==> config.mk <==
export PLATFORM = sky130hd
export DESIGN_NAME = flash_host_ctrl
export DESIGN_NICKNAME = d
export VERILOG_FILES = /design/src/hdl/flash_host_pkg.sv /design/src/hdl/flash_host_ctrl.sv
export SDC_FILE = /design/constraint.sdc
export NUM_CORES = 1
export LEC_CHECK = 0
export BUFFER_PORTS_ARGS = -buffer_cell sky130_fd_sc_hd__buf_2
export CORE_MARGIN = 5
export CORE_UTILIZATION = 46
export DETAILED_ROUTE_END_ITERATION = 7
export GPL_TIMING_DRIVEN = 0
export PLACE_DENSITY_LB_ADDON = 0.08
export SLEW_MARGIN = 20
export SYNTH_ARGS = -nofsm -noshare
export SYNTH_HDL_FRONTEND = slang
export SYNTH_SLANG_ARGS = --single-unit
==> constraint.sdc <==
create_clock -name clk -period 2.3 [get_ports clk]
set_input_delay 0.115 -clock clk [delete_from_list [all_inputs] [get_ports clk]]
set_output_delay 0.115 -clock clk [all_outputs]
set_load 0.02 [all_outputs]
==> src/hdl/flash_host_pkg.sv <==
// Package for the flash/static-memory host controller.
// Assumes a 100 MHz clock and an asynchronous external memory bus.
package flash_host_pkg;
  localparam int          CLK_PERIOD_NS   = 10;
  localparam int          STROBE_NS       = 70;                         // Strobe low time
  localparam int          STROBE_CYC      = (STROBE_NS + CLK_PERIOD_NS - 1) / CLK_PERIOD_NS;
  localparam logic [3:0]  STROBE_CYC_W    = 4'(STROBE_CYC);
  localparam logic [15:0] RESET_DATA      = 16'h00f0;                  // Software reset command
  localparam logic [15:0] PROTECTED_VAL   = 16'h0001;                  // Protect verify answer
  localparam logic [6:0]  PROT_ID_MASK    = 7'h43;                     // Address bits 6, 1, 0
  localparam logic [6:0]  PROT_ID_PATTERN = 7'h02;                     // Pattern 0,1,0
  localparam int          DQ6_POS         = 6;
  localparam int          ADDR_W          = 21;
  localparam int          DATA_W          = 16;
  localparam logic [2:0]  SYNC_RESET      = 3'b111;
endpackage : flash_host_pkg

==> src/hdl/flash_host_ctrl.sv <==
// Host controller driving a combined flash and static memory package over its pins.
// Assumes the pins are wired directly to the memory; data bus is split in/out/enable.
// Functional notes
// - The host clears the command register with a reset command before a flash write when req_clear is set.
// - The host keeps write strobe high throughout every read cycle.
// - Block erase polling uses an address inside the block; chip erase polling any address.
// - During erase suspend, polling uses an address outside the suspended block.
// - Protect verify presents the block address with ID bits 6,1,0 set to 0,1,0.
`timescale 1ns/1ps
module flash_host_ctrl
  import flash_host_pkg::*;
(
  input  wire logic              clk,                // 100 MHz clock
  input  wire logic              resetn,             // Async reset, active low
  input  wire logic              req_valid,          // Request strobe
  output logic                   req_ready,          // Controller idle
  input  wire logic              req_write,          // 1 write, 0 read
  input  wire logic              req_sram,           // 1 static memory, 0 flash
  input  wire logic              req_clear,          // Prefix a reset command (flash write)
  input  wire logic [ADDR_W-1:0] req_addr,           // Address
  input  wire logic [DATA_W-1:0] req_wdata,          // Write data
  output logic                   rsp_valid,          // Read data valid pulse
  output logic [DATA_W-1:0]      rsp_rdata,          // Read data
  output logic                   rsp_toggled,        // Toggle bit changed since last read
  output logic                   rsp_protected,      // Read equals protect answer
  output logic [ADDR_W-1:0]      mem_addr,           // Address pins
  output logic [DATA_W-1:0]      dq_o,               // Data out
  output logic                   dq_oe,              // Data out enable
  input  wire logic [DATA_W-1:0] dq_i,               // Data in
  output logic                   we_n,               // Write strobe
  output logic                   oe_n,               // Output enable
  output logic                   flash_select_n,     // Flash select
  output logic                   static_mem_select_n,  // Static select low
  output logic                   static_mem_select_hi  // Static select high
);
  typedef enum logic [2:0] {IDLE, CLR_SEL, CLR_WE, SETUP, STROBE, HOLD} state_e;

  state_e            state_q, state_d;
  logic [3:0]        cnt_q;
  logic              clr_q, wr_q, sram_q;
  logic [ADDR_W-1:0] addr_q;
  logic [DATA_W-1:0] wdata_q, rdata_q;
  logic              rvalid_q, tog_q, last_dq6_q, seen_q, prot_q;
  logic [DATA_W-1:0] s1_q, s2_q, s3_q;
  logic              cnt_done, take, strobe_now, rd_take;

  function automatic logic is_protected(input logic [DATA_W-1:0] v);
    return v == PROTECTED_VAL;
  endfunction : is_protected

  // Handshake and phase decode
  assign req_ready  = (state_q == IDLE);
  assign take       = req_valid && req_ready;
  assign cnt_done   = (cnt_q == STROBE_CYC_W);
  assign strobe_now = (state_q == STROBE) || (state_q == CLR_WE);
  assign rd_take    = (state_q == STROBE) && cnt_done && !wr_q;

  // Pin drive: selects asserted before strobe and released after it
  assign mem_addr             = addr_q;
  assign dq_o                 = clr_q ? RESET_DATA : wdata_q;
  assign dq_oe                = (wr_q || clr_q) && state_q != IDLE;
  assign we_n                 = !((wr_q || state_q == CLR_WE) && strobe_now);
  assign oe_n                 = !(!wr_q && state_q == STROBE && !clr_q);
  assign flash_select_n       = !(state_q != IDLE && !sram_q);
  assign static_mem_select_n  = !(state_q != IDLE && sram_q);
  assign static_mem_select_hi = (state_q != IDLE && sram_q);
  assign rsp_valid            = rvalid_q;
  assign rsp_rdata            = rdata_q;
  assign rsp_toggled          = tog_q;
  assign rsp_protected        = prot_q;

  // Sequencer next state
  always_comb begin
    state_d = state_q;
    case (state_q)
      IDLE:    if (take) state_d = (req_clear && !req_sram && req_write) ? CLR_SEL : SETUP;
      CLR_SEL: state_d = CLR_WE;
      CLR_WE:  if (cnt_done) state_d = SETUP;
      SETUP:   state_d = STROBE;
      STROBE:  if (cnt_done) state_d = HOLD;
      HOLD:    state_d = IDLE;
      default: state_d = IDLE;
    endcase
  end

  // State, counter and request capture
  always_ff @(posedge clk or negedge resetn) begin
    if (!resetn) begin
      state_q <= IDLE;
      cnt_q   <= 4'h0;
      clr_q   <= 1'b0;
      wr_q    <= 1'b0;
      sram_q  <= 1'b0;
      addr_q  <= '0;
      wdata_q <= '0;
    end else begin
      state_q <= state_d;
      cnt_q   <= (strobe_now && !cnt_done) ? cnt_q + 4'h1 : 4'h0;
      if (take) begin
        clr_q   <= req_clear && !req_sram && req_write;
        wr_q    <= req_write;
        sram_q  <= req_sram;
        addr_q  <= req_addr;
        wdata_q <= req_wdata;
      end else if (state_q == SETUP) begin  // Reset data held past the strobe rise
        clr_q <= 1'b0;
      end
    end
  end

  // Data pin synchroniser, three stages
  always_ff @(posedge clk or negedge resetn) begin
    if (!resetn) begin
      s1_q <= '0;
      s2_q <= '0;
      s3_q <= '0;
    end else begin
      s1_q <= dq_i;
      s2_q <= s1_q;
      s3_q <= s2_q;
    end
  end

  // Read capture at end of strobe, toggle tracking
  always_ff @(posedge clk or negedge resetn) begin
    if (!resetn) begin
      rvalid_q   <= 1'b0;
      rdata_q    <= '0;
      tog_q      <= 1'b0;
      last_dq6_q <= 1'b0;
      seen_q     <= 1'b0;
      prot_q     <= 1'b0;
    end else begin
      rvalid_q <= 1'b0;
      if (rd_take) begin
        rvalid_q <= 1'b1;
        rdata_q  <= s3_q;
        prot_q   <= is_protected(s3_q);
        if (!sram_q && s2_q == s3_q) begin
          tog_q      <= seen_q && (s3_q[DQ6_POS] != last_dq6_q);
          last_dq6_q <= s3_q[DQ6_POS];
          seen_q     <= 1'b1;
        end
      end
    end
  end

  // Write strobe never low during a read; output enable never low during a write
  property p_read_we_high;
    @(posedge clk) disable iff (!resetn) (!wr_q && state_q != IDLE && !clr_q) |-> we_n;
  endproperty
  a_read_we_high: assert property (p_read_we_high) else $error("we low in read");

  property p_write_oe_high;
    @(posedge clk) disable iff (!resetn) (!we_n) |-> oe_n;
  endproperty
  a_write_oe_high: assert property (p_write_oe_high) else $error("oe low in write");

  property p_sram_sel_before_we;
    @(posedge clk) disable iff (!resetn) $fell(we_n) && sram_q |-> $past(!static_mem_select_n);
  endproperty
  a_sram_sel_before_we: assert property (p_sram_sel_before_we) else $error("sel late");

  property p_sram_desel_after_we;
    @(posedge clk) disable iff (!resetn) $rose(static_mem_select_n) |-> $past(we_n, 1);
  endproperty
  a_sram_desel_after_we: assert property (p_sram_desel_after_we) else $error("desel early");

  property p_clear_first;
    @(posedge clk) disable iff (!resetn) (state_q == CLR_SEL) |=> !we_n && dq_o == RESET_DATA;
  endproperty
  a_clear_first: assert property (p_clear_first) else $error("no reset cmd");

  property p_strobe_len;
    @(posedge clk) disable iff (!resetn) $rose(state_q == STROBE) |-> ##8 state_q == HOLD;
  endproperty
  a_strobe_len: assert property (p_strobe_len) else $error("strobe hung");

  property p_idle_quiet;
    @(posedge clk) disable iff (!resetn) (state_q == IDLE) |-> we_n && oe_n && flash_select_n;
  endproperty
  a_idle_quiet: assert property (p_idle_quiet) else $error("strobe active while idle");

  property p_addr_hold;
    @(posedge clk) disable iff (!resetn)
      (state_q != IDLE && $past(state_q) != IDLE) |-> $stable(mem_addr);
  endproperty
  a_addr_hold: assert property (p_addr_hold) else $error("address moved");

  property p_data_hold_we;
    @(posedge clk) disable iff (!resetn) $rose(we_n) |-> $stable(dq_o) && dq_oe;
  endproperty
  a_data_hold_we: assert property (p_data_hold_we) else $error("data moved at strobe");

  property p_oe_one_sel;
    @(posedge clk) disable iff (!resetn)
      !oe_n |-> we_n && (flash_select_n != static_mem_select_n);
  endproperty
  a_oe_one_sel: assert property (p_oe_one_sel) else $error("bad read select");

  property p_sram_sel_we_high;
    @(posedge clk) disable iff (!resetn) $fell(static_mem_select_n) |-> we_n;
  endproperty
  a_sram_sel_we_high: assert property (p_sram_sel_we_high) else $error("sel with we");

  property p_clear_flash_only;
    @(posedge clk) disable iff (!resetn)
      (state_q == CLR_SEL) |-> !flash_select_n && static_mem_select_n;
  endproperty
  a_clear_flash_only: assert property (p_clear_flash_only) else $error("clear off flash");

  property p_rsp_pulse;
    @(posedge clk) disable iff (!resetn) rsp_valid |=> !rsp_valid;
  endproperty
  a_rsp_pulse: assert property (p_rsp_pulse) else $error("response too long");
endmodule : flash_host_ctrl

==> results.sh <==
export IMPL_worstPathArrival_ns=2.61
export IMPL_final_setup_viol_count=0
export IMPL_worstPathRequired_ns=2.69
export IMPL_routed_wl_um=9140
export IMPL_htree_levels=4
export IMPL_nFillCells=655
export IMPL_drive_above_1_share=0.393
export IMPL_fin_setup_tns_ns=0
export IMPL_synth_avg_cell_area_um2=13.5
export IMPL_dpl_cell_area_mm2=0.00498
export IMPL_path_class="flop to flop"
export IMPL_grt_pass1_vias=3270
export IMPL_fp_dieH_um=106
export IMPL_hold_viol=0
export IMPL_slew_violations=0
export IMPL_synthFlopType="dfrtp_1"
export IMPL_pin_count=122
export IMPL_cts_buffer_depth=2
export IMPL_crit_path_end_kind="flop"
export IMPL_vias=2957
export IMPL_fin_area_mm2=0.00616
export IMPL_maxSlewHeadroom=0.597
export IMPL_wire_per_inst_um=14.5
export IMPL_synth_cell_types=36
export IMPL_cts_buffers=17
export IMPL_ys_warn_count=0
export IMPL_drt_first_pass_iters=4
export IMPL_worstPathMaxFanout=2
export IMPL_yosys_top_cells_count="116 x dfrtp_1, 52 x nand2_1, 39 x mux2_2"
export IMPL_dp_hpwl_um=5840
export IMPL_yosysMostFrequentCell="dfrtp_1"
export IMPL_yosysTopAreaCellShare=0.691
export IMPL_hp_start="req_clear"
export IMPL_grt_max_degree=69
export IMPL_worst_setup_path_start_kind="flop"
export IMPL_min_period_ns=2.22
export IMPL_r2r_start="state_q[1]$_DFFE_PN0P_"
export IMPL_cts_root_buffer="clkbuf_8"
export IMPL_syn_to_final_growth_pct=46.7
export IMPL_synth_area_leaders="dfrtp_1 69%, mux2_2 10%, nand2_1 4.6%"
export IMPL_die_area_mm2=0.0111
export IMPL_worst_slew_pin_slew_ns=0.604
export IMPL_r2r_slack_ns=0.08
export IMPL_reg2reg_to="last_dq6_q$_DFFE_PN0P_"
export IMPL_syn_num_nets=370
export IMPL_gp_congestion=0.769
export IMPL_synth_area_mm2=0.00420
export IMPL_holdWs_ns=0.0619
export IMPL_rows=34
export IMPL_cts_sinks=116
export IMPL_synth_seq_cells=116
export IMPL_antenna_found_initial=0
export IMPL_viasPerCell=4.70
export IMPL_timing_final_crit_share=0.965
export IMPL_coreArea_mm2=0.00881
export IMPL_r2r_cells=5
export IMPL_portBuffers=121
export IMPL_drtAntennaViolNets=0
export IMPL_hold_end="state_q[1]$_DFFE_PN0P_"
export IMPL_postSynth_asyncResetShare=1.00
export IMPL_hold_class="input pin to flop"
export IMPL_rsz0062_at_grt="no"
export IMPL_hold_depth=5
export IMPL_power_density_mw_per_mm2=1240
export IMPL_status="finished, final reports clean"
export IMPL_clkLatencyLatePin_ns=0.51
export IMPL_clock_skew_final_ns=0.00769
export IMPL_initial_core_util=0.477
export IMPL_drtIter0Drc=90
export IMPL_clock_fmax_ghz=0.451
export IMPL_yosysTopAreaCell="dfrtp_1"
export IMPL_track_usage=0.181
export IMPL_synth_cells=310
export IMPL_grt_ovfl_total=0
export IMPL_peakVddDrop_mv=0.882
export IMPL_leakage_nw=2.97
export IMPL_die_w_um=106
export IMPL_cts_tree="built"
export IMPL_cap_violations=0
export IMPL_nNetsFinal=569
export IMPL_clkSlewWorstSetupHoldPaths_ns=0.05
export IMPL_diodes=0
export IMPL_grt_pass1_wl_um=15600
export IMPL_synth_enable_flop_cells=0
export IMPL_synth_yosys_seq_area_share=0.691
export IMPL_drc_errors=0
layout make-up:
type                       count  area [um^2]  share of cell area
inverter                       6         22.5             0.00365
timing repair buffer         181         1220               0.199
clock buffer                  22          453              0.0735
clock inverter                 9          129              0.0209
sequential                   116         2900               0.471
tap                          108          135              0.0219
buffer                        10         42.5             0.00690
multi-input combinational    177         1250               0.203
repair_timing:
action                                 in CTS  in global routing
cloned                                      0                  0
endpoints found under the hold margin     172                  0
hold buffers                               57                  0
setup endpoints to repair                  11                 31
resized for setup                           2                  4
setup buffers                               2                  0
pin swaps                                   3                  1
metal layers:
| metal | track usage | share of wire | up-vias | wire length, um |
|---|---|---|---|---|
| met5 | 0 | 0 | - | 0 |
| met4 | 0.0777 | 0.017 | 0 | 155 |
| met3 | 0.0782 | 0.080 | 19 | 735 |
| met2 | 0.289 | 0.49 | 96 | 4470 |
| met1 | 0.215 | 0.41 | 1419 | 3780 |
| li1 | - | - | 1423 | - |
power breakdown:
part	switching, mW	internal (mW)	total, mW
sequential	0.262	2.51	2.77
clock	0.867	1.69	2.56
combinational	1.29	1.01	2.29
total	2.41	5.21	7.63
sequential cells by signal, summed over array words and instances (netlist names):
name / cells
rsp_valid: 1
rsp_rdata: 16
rsp_protected: 1
s2_q: 16
sram_q: 1
wdata_q: 16
seen_q: 1
rsp_toggled: 1
last_dq6_q: 1
s1_q: 16
state_q: 3
wr_q: 1
mem_addr: 21
s3_q: 16
cnt_q: 4
clr_q: 1
per-stage QoR:
step / setup WS (ns) / total power, mW / utilization / instances
2_1_floorplan: 0.0300 / 4.24 / - / 310
3_3_place_gp: -0.269 / 4.93 / 0.562 / 539
3_5_place_dp: -0.136 / 4.99 / 0.566 / 540
4_1_cts: -0.0225 / 7.67 / 0.699 / 630
5_1_grt: 0.000811 / 8.04 / 0.700 / 629
6_report: 0.0813 / 7.63 / 0.700 / 629
cells by family (layout without fill, tap and decap cells):
logic type               Yosys count  in the layout  synth area share
flip-flops                       116            116             0.691
AND/OR/NAND/NOR                  105            105             0.124
multiplexers                      41             41             0.110
XOR/XNOR                          19             19            0.0396
buffers and inverters             17            228            0.0155
AO/OA/AOI/OAI                     11             11            0.0173
adder cells (fa/ha/maj)            1              1           0.00298
worst max path at each step:
stage,startpoint,to,slack (ns)
2_1_floorplan,state_q[2]$_DFFE_PN0P_,mem_addr[10]$_DFFE_PN0P_,0.03
3_3_place_gp,resetn,wdata_q[6]$_DFFE_PN0P_,-0.27
3_5_place_dp,cnt_q[0]$_DFF_PN0_,last_dq6_q$_DFFE_PN0P_,-0.14
4_1_cts,state_q[1]$_DFFE_PN0P_,last_dq6_q$_DFFE_PN0P_,-0.02
5_1_grt,state_q[0]$_DFFE_PN0P_,mem_addr[6]$_DFFE_PN0P_,0.0008
6_report,state_q[1]$_DFFE_PN0P_,last_dq6_q$_DFFE_PN0P_,0.08
cells in the final DEF, fill, tap and decap left out, types with 2 or more instances in the layout:
cell and n:
nand2b_1 4, clkbuf_1 11, or2_2 6, a21o_1 2, clkbuf_16 16, clkbuf_8 3, inv_1 5, nor2_1 12
nand4_1 3, xnor2_1 12, dfrtp_1 116, nand3b_1 2, clkinv_2 3, o21ai_0 4, dlygate4sd3_1 57, clkinvlp_4 2
xor2_1 7, nand2_1 52, buf_4 2, nand3_1 3, nor4_1 3, buf_2 120, mux2_2 39, bufinv_16 3
nor2b_1 12
worst max-delay path: stages, from the launching register on:
cell and delay [ns]:
dfrtp_1 0.37, or3b_1 0.39, or3_4 0.34, or4_4 0.44, nor4_4 0.22, mux2_4 0.33
Power figures use the tool's default switching activity.
